`src/inc/embi_pkg.sv`:
```
/*
  Constants, enumerations and carrier structs of the external memory bus
  interface: bus widths, memory width codes, strobe spaces and states.
  Assumes a single clock domain; every file imports the whole package.
*/
// How it works
// - The 32-bit data bus is two-way and floats when not driven.
// - The 24-bit address bus is an output that can float.
// - The direction line is high for reads and low for writes.
// - Lane 3 strobe is a byte enable on 32-bit memory, address one else.
// - Lane 2 strobe is a byte enable on 32-bit memory, address two on 8-bit.
// - Lanes 1 and 0 are byte enables on 32- and 16-bit memory; on 8-bit only lane 0 is.
// - Peripheral accesses use their own strobe on the shared bus lines.
// - The outside device signals ready and the access ends only then.
// - A low release request finishes the access and floats the bus.
// - While released nothing starts; resume on request high or inhibit.
// - The grant goes low only once the bus floats and access is held.
// - The grant is high when the request is high or inhibit is set.
// - With width select low an instruction is one 32-bit fetch.
// - With width select high an instruction is two 16-bit fetches.
// - Width select at reset sets both strobe groups' width values.
// - High-impedance, release and reset float bus lines; strobes, grant less.
`default_nettype none
package embi_pkg;
  localparam int ADDR_W = 24;
  localparam int DATA_W = 32;
  localparam int HALF_W = 16;
  localparam int BYTE_W = 8;
  localparam logic [1:0] SUB_FIRST  = 2'h0;
  localparam logic [1:0] SUB_SECOND = 2'h2;

  typedef enum logic [1:0] {
    WID_8  = 2'b00,
    WID_16 = 2'b01,
    WID_32 = 2'b10
  } embi_width_e;

  typedef enum logic [1:0] {
    SPC_STRB0 = 2'b00,
    SPC_STRB1 = 2'b01,
    SPC_IO    = 2'b10
  } embi_space_e;

  typedef enum logic [1:0] {
    ST_INIT     = 2'b00,
    ST_IDLE     = 2'b01,
    ST_ACCESS   = 2'b10,
    ST_RELEASED = 2'b11
  } embi_state_e;

  // One memory strobe group; lanes 3 and 2 are active low when enables.
  typedef struct packed {
    logic lane3OrAddr1;
    logic lane2OrAddr2;
    logic lane1N;
    logic lane0N;
  } embi_strobe_s;

  typedef struct packed {
    logic              write;
    logic              fetch;
    embi_space_e       space;
    logic [1:0]        sub;
    logic [ADDR_W-1:0] addr;
    logic [DATA_W-1:0] data;
  } embi_req_s;

  typedef struct packed {
    embi_width_e widthZero;
    embi_width_e widthOne;
  } embi_cfg_s;

  localparam embi_strobe_s STRB_IDLE = 4'hf;
endpackage
`default_nettype wire

```
`src/hdl/embi_bus_if.sv`:
```
/*
  External memory bus interface, device side: turns core requests into
  pin-level accesses on two memory strobe groups and one peripheral strobe,
  handles ready, bus release and the program fetch width.
  Assumes pins are synchronous to clk_sys; tri-state is resolved outside.
*/
`timescale 1ns/100ps
`default_nettype none
module embi_bus_if (
  // Clock and reset.
  input  wire logic                      clk_sys,
  input  wire logic                      rst_n,
  // Core request and answer.
  input  wire logic                      reqValid,
  output logic                           reqReady,
  input  wire embi_pkg::embi_req_s       req,
  output logic                           respValid,
  output logic [embi_pkg::DATA_W-1:0]    respData,
  // Core width configuration and release inhibit.
  input  wire logic                      cfgWrite,
  input  wire embi_pkg::embi_cfg_s       cfgIn,
  output embi_pkg::embi_cfg_s            cfgOut,
  input  wire logic                      releaseInhibitBit,
  // External bus pins.
  output logic [embi_pkg::ADDR_W-1:0]    extAddr,
  output logic                           extAddrOe,
  output logic [embi_pkg::DATA_W-1:0]    extDataOut,
  input  wire logic [embi_pkg::DATA_W-1:0] extDataIn,
  output logic                           extDataOe,
  output logic                           readNotWrite,
  output logic                           readNotWriteOe,
  output embi_pkg::embi_strobe_s         memStrobeZero,
  output embi_pkg::embi_strobe_s         memStrobeOne,
  output logic                           peripheralIoStrobeN,
  output logic                           strobeOe,
  input  wire logic                      readyN,
  input  wire logic                      busReleaseReqN,
  output logic                           busReleaseGrantN,
  output logic                           busReleaseGrantOe,
  input  wire logic                      programWidthSelect,
  input  wire logic                      forceHighImpedance
);
  import embi_pkg::*;

  typedef struct packed {
    embi_state_e       st;
    embi_cfg_s         cfg;
    logic              write;
    logic              fetch;
    logic              twoHalf;
    embi_space_e       space;
    logic [1:0]        sub;
    logic [ADDR_W-1:0] addr;
    logic [DATA_W-1:0] data;
    logic              done;
  } embi_st_s;

  embi_st_s cur_ff;
  embi_st_s nxt_cur;
  logic     wantRelease;
  embi_width_e accWidth;
  embi_strobe_s laneGroup;

  ////////////////////////////////////////////////////////////////////////
  // Lane strobes from the effective width and the byte offset.
  function automatic embi_strobe_s lanes(embi_width_e w, logic [1:0] s,
                                         logic act);
    embi_strobe_s r;
    r = STRB_IDLE;
    case (w)
      WID_32: begin
        r = act ? 4'h0 : 4'hf;
      end
      WID_16: begin
        r.lane3OrAddr1 = s[1];
        r.lane1N = ~act;
        r.lane0N = ~act;
      end
      WID_8: begin
        r.lane3OrAddr1 = s[0];
        r.lane2OrAddr2 = s[1];
        r.lane0N = ~act;
      end
      default: r = STRB_IDLE;
    endcase
    return r;
  endfunction

  // A request for release is honoured only when inhibit is clear.
  assign wantRelease = ~busReleaseReqN & ~releaseInhibitBit;
  // Fetch width follows the select pin as latched when the fetch is taken; data follows its group.
  always_comb begin
    if (cur_ff.twoHalf) begin
      accWidth = WID_16;
    end else if (cur_ff.fetch) begin
      // A single fetch is always a full word, whatever the group width.
      accWidth = WID_32;
    end else if (cur_ff.space == SPC_STRB1) begin
      accWidth = cur_ff.cfg.widthOne;
    end else if (cur_ff.space == SPC_STRB0) begin
      accWidth = cur_ff.cfg.widthZero;
    end else begin
      accWidth = WID_32;
    end
  end
  assign laneGroup = lanes(accWidth, cur_ff.sub, cur_ff.st == ST_ACCESS);

  ////////////////////////////////////////////////////////////////////////
  // Next state. Release is checked only between accesses, so an access in
  // flight always finishes before the bus floats.
  always_comb begin
    nxt_cur = cur_ff;
    nxt_cur.done = 1'b0;
    if (cfgWrite && cur_ff.st != ST_INIT) begin
      nxt_cur.cfg = cfgIn;
    end
    case (cur_ff.st)
      ST_INIT: begin
        // Width select caught on the first edge after reset release.
        nxt_cur.cfg.widthZero = programWidthSelect ? WID_16 : WID_32;
        nxt_cur.cfg.widthOne  = programWidthSelect ? WID_16 : WID_32;
        nxt_cur.st = ST_IDLE;
      end
      ST_IDLE: begin
        if (wantRelease) begin
          nxt_cur.st = ST_RELEASED;
        end else if (reqValid) begin
          nxt_cur.st      = ST_ACCESS;
          nxt_cur.write   = req.write & ~req.fetch;
          nxt_cur.fetch   = req.fetch;
          nxt_cur.twoHalf = req.fetch & programWidthSelect;
          nxt_cur.space   = req.space;
          nxt_cur.sub     = req.fetch ? SUB_FIRST : req.sub;
          nxt_cur.addr    = req.addr;
          nxt_cur.data    = req.data;
        end
      end
      ST_ACCESS: begin
        if (!readyN) begin
          if (cur_ff.twoHalf && cur_ff.sub == SUB_FIRST) begin
            nxt_cur.data[HALF_W-1:0] = extDataIn[HALF_W-1:0];
            nxt_cur.sub = SUB_SECOND;
          end else begin
            nxt_cur.st   = ST_IDLE;
            nxt_cur.done = 1'b1;
            if (cur_ff.twoHalf) begin
              nxt_cur.data[DATA_W-1:HALF_W] = extDataIn[HALF_W-1:0];
            end else if (!cur_ff.write) begin
              case (accWidth)
                WID_16: nxt_cur.data = {{HALF_W{1'b0}},
                                        extDataIn[HALF_W-1:0]};
                WID_8: nxt_cur.data = {{(DATA_W-BYTE_W){1'b0}},
                                       extDataIn[BYTE_W-1:0]};
                default: nxt_cur.data = extDataIn;
              endcase
            end
          end
        end
      end
      ST_RELEASED: begin
        if (!wantRelease) begin
          nxt_cur.st = ST_IDLE;
        end
      end
      default: nxt_cur.st = ST_IDLE;
    endcase
  end

  // State register; reset holds the bus idle with widths at 32 bits.
  always_ff @(posedge clk_sys or negedge rst_n) begin
    if (!rst_n) begin
      cur_ff <= '{st: ST_INIT, cfg: '{WID_32, WID_32}, space: SPC_STRB0,
                  default: '0};
    end else begin
      cur_ff <= nxt_cur;
    end
  end

  ////////////////////////////////////////////////////////////////////////
  // Core side.
  assign reqReady  = (cur_ff.st == ST_IDLE) & ~wantRelease;
  assign respValid = cur_ff.done;
  assign respData  = cur_ff.data;
  assign cfgOut    = cur_ff.cfg;

  // Pin side. Address, data and direction float on high impedance, release
  // or reset;
  // strobes keep driving high under reset so memories stay deselected.
  assign extAddr        = cur_ff.addr;
  assign extDataOut     = cur_ff.data;
  assign readNotWrite   = ~cur_ff.write;
  assign extAddrOe      = rst_n & ~forceHighImpedance
                          & (cur_ff.st != ST_RELEASED);
  assign readNotWriteOe = extAddrOe;
  assign extDataOe      = extAddrOe & cur_ff.write
                          & (cur_ff.st == ST_ACCESS);
  assign strobeOe       = ~forceHighImpedance
                          & (cur_ff.st != ST_RELEASED);
  assign memStrobeZero  = (cur_ff.space == SPC_STRB0) ? laneGroup
                          : STRB_IDLE;
  assign memStrobeOne   = (cur_ff.space == SPC_STRB1) ? laneGroup
                          : STRB_IDLE;
  assign peripheralIoStrobeN = ~((cur_ff.space == SPC_IO)
                                 & (cur_ff.st == ST_ACCESS));
  assign busReleaseGrantN  = cur_ff.st != ST_RELEASED;
  assign busReleaseGrantOe = ~forceHighImpedance;

  logic inAcc;
  assign inAcc = cur_ff.st == ST_ACCESS;
endmodule
`default_nettype wire

```
`config.mk`:
```
export PLATFORM = sky130hd
export DESIGN_NAME = embi_bus_if
export DESIGN_NICKNAME = d
export VERILOG_FILES = /design/src/inc/embi_pkg.sv /design/src/hdl/embi_bus_if.sv
export SDC_FILE = /design/constraint.sdc
export NUM_CORES = 1
export LEC_CHECK = 0
export BUFFER_PORTS_ARGS = -buffer_cell sky130_fd_sc_hd__buf_2
export CAP_MARGIN = 30
export CELL_PAD_IN_SITES_DETAIL_PLACEMENT = 1
export CELL_PAD_IN_SITES_GLOBAL_PLACEMENT = 1
export CORE_MARGIN = 4
export CORE_UTILIZATION = 29
export DETAILED_ROUTE_END_ITERATION = 6
export GPL_TIMING_DRIVEN = 0
export HOLD_SLACK_MARGIN = 0.1
export MAX_ROUTING_LAYER = met4
export PLACE_DENSITY = 0.82
export SETUP_SLACK_MARGIN = 0.5
export SYNTH_ARGS = -nofsm -noshare
export SYNTH_HDL_FRONTEND = slang
export SYNTH_SLANG_ARGS = --single-unit
```
`constraint.sdc`:
```
create_clock -name clk_sys -period 2.9 [get_ports clk_sys]
set_input_delay 0.29 -clock clk_sys [delete_from_list [all_inputs] [get_ports clk_sys]]
set_output_delay 0.29 -clock clk_sys [all_outputs]
set_load 0.01 [all_outputs]
```
==> run metrics, run 1 <==
relative max-transition margin between 60% and 70%; master of the slowest instance on the critical path dfrtp_1; buffers added on ports between 200 and 250; drt initial violations between 100 and 150; total power after layout ~6700 uW; count of pins on the block boundary about 220; final critical-path share of the clock period 85.7%; Post-synth EDFFs 0; Seq cells post-synth 70; standard-cell rows between 40 and 50; sum of overflow across all layers after global routing 0; kind of critical path reg -> out; x dimension of the die approximately 130 um; kind of launch point of the worst setup path flop; max_cap viols 0; sum of negative setup slack 0 ps; sequential standard cell area around 1800 um2; mean instance size in the synthesized netlist about 10 um2; Crit path required time about 2600 ps; unrepaired setup endpoints after global routing yes; CP arrival about 2200 ps; fmax slightly above 400 MHz; instance count of the mapped netlist between 400 and 500; Ant. Diodes 0; leakage power between 0.003 and 0.004 uW; utilization of the core after routing 43.4%; final-layout fill cell count between 1500 and 2000; fin. max-slew vios 0; antenna-violating nets left 0; number of antenna violations at the first check in global routing 0; ordered list of cells on the worst path buf_8 > mux2i_4 > o31ai_4 > inv_2 > ha_4 > a221o_1 > a21oi_2 > nand2_1 > buf_2; power per cell area ~1100 nW/um2; wire length of the first global-routing pass between 20000 and 25000 um; insertion delay of the later-clocked pin in the worst-skew pair between 300 and 400 ps; post-route minimum period about 2500 ps; Setup Viol. Count Final 0; worst-case clock buffer depth 2; CTS root buffer clkbuf_16; number of remaining DRC errors 0; half-perimeter wire length after placement 11700 um; syn nets approximately 520; peak fanout along the critical path 4; summed instance area of the synthesized netlist between 4000 and 5000 um2; pin count of the biggest net entering global routing 44; dominant cells by area after synthesis dfrtp_1 (40%), buf_4 (17%), mux2_2 (9.0%), a22o_1 (3.3%), a22oi_1 (2.8%); kind of end point of the critical path primary output; class of the tightest hold or removal check in -> reg; Layout area overhead 44.4%; Die Height between 100 and 150 um; placer congestion estimate around 0.77; CTS tree built; Post-synth ARST share between 90% and 100%; area inside the core boundary between 10000 and 15000 um2; overall global routing resource usage about 17%; sequential area share after synthesis 41.4%; buffers and inverters on the worst path 3; worst-case clock skew 4.81 ps; most frequently used flop master after synthesis dfrtp_1; vias per inst 4.55; die outline area ~17000 um2; largest stage delay on the critical path between 300 and 400 ps; final wirelength approximately 14000 um; Avg WL per Cell around 17 um; Starting Density a little under a third; family with the most delay on the worst path compound AO/OA/AOI/OAI gates; vias in the first global route 4285; number of endpoints with negative hold slack in the final report 0; CTS Buf Count 9; Worst path depth 9; Yosys top cell by area dfrtp_1; vias ~3800; share of the synthesized area in the top cell type around two fifths; fraction of layout instances using a drive strength above 1 65.9%; total clock sinks 70; area taken by multi-input logic gates approximately 1800 um2; peak ir drop on the vdd network 0.429 mV; number of nets in the layout about 750; run status complete, no violations; Max H-tree Level 3; slew of the pin with the lowest slew margin 556 ps; Worst-path clk slew roughly 60 ps; count of distinct cell types in the synthesized netlist 44; detailed-router iteration count before antenna repair 4; Yosys Warn Count 0; number of stages on the worst hold path 2; worst r2r path cells 12
==> report_power, final <==
group          switching, uW  internal [uW]  leakage (uW)  total (uW)
clock network            426            773      0.000154        1200
logic                   1630           2050       0.00210        3680
registers                356           1440      0.000847        1800
total                   2410           4260       0.00310        6680
==> registers in the layout (all words and copies together) (netlist names) <==
name and flops:
extDataOut 32, extAddr 24, cur_ff 9, cfgOut 4, respValid 1
==> path summary, 6_finish.rpt <==
check                      slack [ps]               start          endpoint
setup / recovery                  410          cur_ff[59]  memStrobeZero[3]
hold / removal                    150  programWidthSelect         cfgOut[1]
setup reg to reg                  600          cur_ff[59]    extDataOut[17]
hold reg to reg                   510         extAddr[23]       extAddr[23]
max in group asynchronous        1940               rst_n         cfgOut[3]
min in group asynchronous         400               rst_n    extDataOut[10]
==> layout make-up <==
| type | instances | area share (%) |
|---|---|---|
| Tap cell | 180 | 3.68 |
| Sequential cell | 70 | 28.7 |
| Timing Repair Buffer | 225 | 19.4 |
| Buffer | 111 | 13.7 |
| Clock inverter | 6 | 1.39 |
| Multi-Input combinational cell | 218 | 28.9 |
| Inverter | 6 | 0.368 |
| Clock buffer | 10 | 3.91 |
==> synthesized netlist by cell type, types with 2 or more instances <==
library cell  instances
buf_4                96
dfrtp_1              68
mux2_2               34
nor2_1               28
nand2_1              27
a22o_1               16
a22oi_1              16
o21ai_0              13
nand2b_1             11
a21oi_1              10
mux2_1               10
a31oi_2               6
buf_2                 6
inv_1                 6
clkbuf_1              5
nor2b_1               5
a21oi_2               4
buf_6                 4
ha_1                  4
mux2i_1               4
a211oi_1              2
a2bb2oi_1             2
a31oi_1               2
and2_1                2
dfstp_2               2
nand3_1               2
nor3b_2               2
or2_2                 2
==> timing repair <==
item,CTS,global route
pin swaps,19,11
setup buffers,5,0
gates resized for setup,28,14
hold buffers,1,0
endpoints found under the setup margin,32,31
cloned,1,0
endpoints found under the hold margin,28,0
==> worst register-to-register path, cell delays in order (launching register included) <==
cell and delay (ps):
dfrtp_1 380, buf_8 140, mux2i_4 190, o31ai_4 200, inv_2 80, ha_4 170, buf_4 130, or2_4 230
buf_8 130, nor3_4 140, buf_12 160, a22oi_2 90, a31oi_1 170
==> cell families after synthesis <==
| group | Yosys count | synth area share, % |
|---|---|---|
| adder cells (fa/ha/maj) | 4 | 1.18 |
| AO/OA/AOI/OAI | 79 | 14.6 |
| multiplexers | 48 | 12.6 |
| buffers and inverters | 117 | 19.8 |
| AND/OR/NAND/NOR | 87 | 10.4 |
| flip-flops | 70 | 41.4 |
==> per-stage QoR <==
stage,hold slack (ps),cell area (um2),std cells,worst slack (ps)
2_1_floorplan,-5.59,4240,405,556
3_3_place_gp,490,5550,801,0.888
3_5_place_dp,252,5590,803,-80.3
4_1_cts,130,6070,826,311
5_1_grt,143,6120,826,280
6_report,149,6120,826,415
==> cells in the final DEF, fill, tap and decap left out, drive strengths merged, types with 14 or more instances in the layout <==
| master | instances |
|---|---|
| mux2 | 44 |
| clkbuf | 14 |
| dfrtp | 68 |
| buf | 331 |
| nor2 | 29 |
| a22oi | 16 |
| o21ai | 14 |
| a22o | 16 |
| a21oi | 14 |
| nand2 | 27 |
==> metal layers <==
metal | part of all wire (%) | up-vias | GRT usage, %
met5 | 0 | - | -
met4 | 1.7 | 0 | 5.31
met3 | 6.0 | 23 | 3.36
met2 | 54 | 135 | 31.6
met1 | 38 | 1821 | 19.3
li1 | - | 1783 | -
No activity file was read; power rests on OpenSTA's default activity.
==> inputs of run 2 (changes only) <==
Settings changed: CELL_PAD_IN_SITES_DETAIL_PLACEMENT 1 to 0, CELL_PAD_IN_SITES_GLOBAL_PLACEMENT 1 to 2, CORE_UTILIZATION 29 to 26, PLACE_DENSITY 0.82 to 0.91.
==> run 2 against run 1 <==
Against the previous run:
- sequential share of layout area up 0.14 points
- die area is 11% higher
- first-iteration DRC count fell by 32%
- global-route usage decreased by 2.8 points
- final cell count grew 4.4%
- count of clock-buffer cells in the layout unchanged
- non-clock buffer count unchanged
- routed wire length fell by 5.7%
- final area shrank 0.49%
- largest cell class unchanged
- largest power group unchanged
==> run metrics, run 2 (synthesis gave the netlist of run 1 again) <==
net load switching power between 2000 and 2500 uW; detailed-router iteration count before antenna repair 4; number of nets in the layout about 750; kind of critical path reg -> out; final cell count without fillers around 860; flip-flop count of the largest register, all copies and words added 32; sum of negative setup slack 0 ps; Setup Viol. Count Final 0; final critical-path share of the clock period 85.1%; Starting Density a little over a quarter; area inside the core boundary about 16000 um2; number of placed cells counting well taps between 800 and 900; standard-cell rows 46; Met1 Routed Length roughly 5700 um; highest routed metal layer met4; number of remaining DRC errors 0; CTS root buffer clkbuf_16; count of pins on the block boundary between 200 and 250; DR WL met2 6690 um; peak ir drop on the vdd network between 0.3 and 0.4 mV; master of the slowest instance on the critical path dfrtp_1; leading cell type in the layout, fill and taps excluded buf_2; share of power burned in registers a little over a quarter; vias in the first global route about 3700; number of endpoints with negative hold slack in the final report 0; vias per inst about 4.3; CTS Buf Count 9; class of the tightest hold or removal check in -> reg; met3 layer wire length in the routed design 834 um; relative max-transition margin 64.4%; peak fanout along the critical path 4; buffers added on ports between 200 and 250; number of antenna violations at the first check in global routing 0; max_cap viols 0; Avg WL per Cell ~16 um; slew of the pin with the lowest slew margin ~530 ps; worst-case clock skew around 7.6 ps; kind of launch point of the worst setup path flop; family with the most delay on the worst path compound AO/OA/AOI/OAI gates; Post-Route Hold Slack about 160 ps; Ant. Diodes 0; fraction of layout instances using a drive strength above 1 about 64%; switching portion of total power roughly 36%; portion of total power attributed to combinational logic 54.7%; overall global routing resource usage between 10 and 15%; half-perimeter wire length after placement roughly 11000 um; drt initial violations 88; sum of overflow across all layers after global routing 0; Layout area overhead 43.7%; highest-count cells in the layout ignoring fill and taps buf_2 (221), buf_4 (102), dfrtp_1 (68); run status complete, no violations; worst-case clock buffer depth 2; post-route minimum period ~2500 ps; insertion delay of the later-clocked pin in the worst-skew pair approximately 330 ps; unrepaired setup endpoints after global routing yes; x dimension of the die approximately 140 um; clock network fraction of total power between 10% and 20%; Die Height 136 um; Worst-path clk slew around 60 ps; fmax ~410 MHz; leakage power 0.00309 uW; final wirelength between 10000 and 15000 um; Max H-tree Level 3; internal portion of total power 4200 uW; largest stage delay on the critical path 370 ps; kind of end point of the critical path primary output; placer congestion estimate just over 0.8; antenna-violating nets left 0; CP arrival ~2200 ps; pin count of the biggest net entering global routing 70; Crit path required time ~2600 ps; ordered list of cells on the worst path clkbuf_8 > mux2i_1 > o31ai_2 > buf_4 > ha_1 > a221o_1 > a21oi_2 > nand2_1 > buf_2; total clock sinks 70; fin. max-slew vios 0; vias approximately 3700; total power after layout between 6000 and 7000 uW; wire length of the first global-routing pass approximately 20000 um; die outline area 18400 um2; CTS tree built; power per cell area between 1000 and 1500 nW/um2; buffers and inverters on the worst path 3
==> run 2: layout make-up <==
type / instances / area [um2]
inverters: 6 / 22.5
repair buffers: 225 / 1190
clock buffers: 10 / 229
fillers: 1649 / 9850
flip-flops and latches: 70 / 1750
well taps: 216 / 270
clock inverters: 6 / 86.3
multi-input cells: 218 / 1710
plain buffers: 111 / 836
==> run 2: per-layer routing <==
layer / vias up / track usage [%]
li1: 1786 / -
met1: 1772 / 18.3
met2: 124 / 23.9
met3: 11 / 3.08
met4: 0 / 4.59
met5: - / -
==> run 2: path summary, 6_finish.rpt <==
kind                               startpoint              end  slack, ps  depth (start not counted)
min in group asynchronous               rst_n      extAddr[17]        290                          2
min                        programWidthSelect        cfgOut[3]        160                          2
max in group asynchronous               rst_n        cfgOut[1]       2020                          3
max                                cur_ff[59]  memStrobeOne[3]        430                          9
min reg2reg                        extAddr[0]       extAddr[0]        510                          1
max reg2reg                        cur_ff[59]   extDataOut[16]        560                         12
==> run 2: what timing repair did <==
action,CTS,global route
hold endpoints to repair,68,0
hold buffers,1,0
endpoints found under the setup margin,32,31
cloned,1,0
pin swaps,6,8
buffers inserted,5,0
resized for setup,16,12
==> run 2: power groups by stage <==
stage | clock network [uW] | logic, uW | registers [uW]
finish | 1180 | 3580 | 1780
global route | 1250 | 3900 | 1850
CTS | 1210 | 3590 | 1790
detailed placement | 0 | 3390 | 1800
global placement | 0 | 3340 | 1760
floorplan | 0 | 2340 | 1680
==> run 2: metrics by stage <==
step	cell area, um2	util, %	worst slack [ps]
floorplan	4240	-	556
global placement	5590	35.1	-48.8
detailed placement	5630	35.3	-37.8
CTS	6060	38.0	377
global route	6090	38.2	321
finish	6090	38.2	432
==> run 2: worst register-to-register path, cell delays in order (launching register included) <==
cell      delay [ps]
dfrtp_1          370
clkbuf_8         150
mux2i_1          130
o31ai_2          240
inv_2             90
ha_4             170
buf_4            130
or2_4            250
buf_8            130
nor3_4           140
buf_12           160
a22oi_1          110
a31oi_1          190
==> inputs of run 3 (changes only) <==
Settings changed: CORE_UTILIZATION 26 to 24, PLACE_DENSITY 0.91 to 0.88.
Clock period 2.9 ns to 2.1 ns, I/O delays scaled along.
==> run 3 against run 2 <==
Against the previous run:
- the run now ends with setup timing left
- setup slack got worse by 750 ps
- critical path depth unchanged
- clock skew decreased by 1.6 ps
- count of clock-buffer cells in the layout increased by 2
- global-route usage decreased by 0.45 points
- sequential power increased by 41%
- final area increased by 20%
- combinational power increased by 75%
- die area increased by 7.8%
- core utilization increased by 4.1 points
- final cell count increased by 9.0%
- critical path type unchanged
- largest cell class unchanged
==> run metrics, run 3 (synthesis gave the netlist of run 1 again) <==
run status finished with violations; failing checks setup timing; vias per inst approximately 4.2; standard-cell rows 48; max_cap viols 0; power per cell area roughly 1400 nW/um2; worst-case clock buffer depth 2; placer congestion estimate 0.745; Die Height ~140 um; wire length of the first global-routing pass about 21000 um; pin count of the biggest net entering global routing 38; die outline area around 20000 um2; kind of launch point of the worst setup path flop; Post-Route Hold Slack ~120 ps; buffers added on ports roughly 220; fraction of layout instances using a drive strength above 1 70.3%; summed area of non-filler cells in the final layout 7310 um2; total clock sinks 70; area inside the core boundary ~17000 um2; fmax between 400 and 500 MHz; antenna-violating nets left 0; peak fanout along the critical path 3; flip-flop count of the largest register, all copies and words added 32; insertion delay of the later-clocked pin in the worst-skew pair ~340 ps; relative max-transition margin about three quarters; CTS root buffer clkbuf_16; detailed-router iteration count before antenna repair 4; Starting Density between 20% and 30%; number of placed cells counting well taps approximately 850; vias in the first global route 3885; final wirelength around 14000 um; number of nets in the layout 820; startpoint of the worst hold path req[44]; number of antenna violations at the first check in global routing 0; vias between 3000 and 4000; class of the tightest hold or removal check in -> reg; final cell count without fillers 940; worst-case clock skew 6.04 ps; overall global routing resource usage roughly 14%; crit path from cur_ff[59]; CP arrival around 2200 ps; fin. max-slew vios 0; post-route minimum period 2420 ps; kind of critical path reg -> out; CTS Buf Count 9; placement-stage cell area about 5700 um2; highest-count cells in the layout ignoring fill and taps buf_2 (210), buf_4 (117), dfrtp_1 (68); peak ir drop on the vdd network 0.588 mV; unrepaired setup endpoints after global routing yes; Avg WL per Cell 15.4 um; x dimension of the die about 140 um; sum of overflow across all layers after global routing 0; number of endpoints with negative hold slack in the final report 0; leading cell type in the layout, fill and taps excluded buf_2; Max H-tree Level 3; Worst-path clk slew around 60 ps; Crit path required time ~1900 ps; Worst Slack Setup Final -321 ps; number of remaining DRC errors 0; CTS tree built; kind of end point of the critical path primary output; Layout area overhead 72.5%; count of pins on the block boundary approximately 220; r2r startpoint cur_ff[59]; leakage power roughly 0.0037 uW; utilization of the core after routing 42.3%; slew of the pin with the lowest slew margin 374 ps; final critical-path share of the clock period 115%; sum of negative setup slack -4760 ps; drt initial violations around 130; Setup Viol. Count Final 30; half-perimeter wire length after placement 10500 um
run 3: cell types whose count changed in the layout (fill, tap and decap cells not counted), sizes merged:
cell,previous run,this run
bufinv,2,1
buf,330,369
diode,0,1
clkinv,3,2
dlygate4sd3,1,28
clkbuf,15,19
run 3: per-layer routing:
layer,up-vias,part of all wire (%),track usage (%)
met5,-,0,-
met4,0,1.3,4.08
met3,13,6.0,3.39
met2,138,49,23.6
met1,1874,44,17.2
li1,1923,-,-
run 3: area by class of cell:
class | instances | area [um2]
Inverter | 6 | 25.0
Antenna cell | 1 | 2.50
Tap cell | 225 | 282
Sequential cell | 70 | 1750
Clock inverter | 4 | 47.5
Multi-Input combinational cell | 218 | 2120
Fill cell | 1689 | 9990
Buffer | 111 | 903
Clock buffer | 12 | 236
Timing Repair Buffer | 293 | 1940
run 3: worst max-delay path, stage by stage, from the launching register on:
cell and delay (ps):
dfrtp_1 370, clkbuf_8 140, mux2i_1 120, o31ai_2 230, inv_1 120, ha_4 180
a221o_1 330, a21oi_2 160, nand2_1 70, buf_2 140
run 3: final timing paths:
kind	to	slack, ps	depth (start not counted)
max in group asynchronous	extDataOut[14]	1470	3
hold / removal	extAddr[12]	120	2
min in group asynchronous	cfgOut[1]	410	2
setup reg to reg	extDataOut[16]	-260	12
setup / recovery	memStrobeZero[3]	-320	9
hold reg to reg	extAddr[12]	510	1
run 3: report_power, final:
part	switching [uW]	internal [uW]
combinational	2510	3760
clock	585	917
sequential	516	1990
run 3: stage by stage:
step / worst slack, ps / total power (uW)
floorplan: -153 / 5800
global placement: -472 / 7330
detailed placement: -477 / 7380
CTS: -363 / 9500
global route: -427 / 11000
finish: -321 / 10300
run 3: repair_timing:
action / in CTS / in global routing
endpoints found under the hold margin: 59 / 0
hold buffers: 29 / 0
buffers inserted: 18 / 24
resized for setup: 57 / 91
gates cloned: 1 / 3
setup endpoints to repair: 68 / 67
pin swaps: 17 / 39
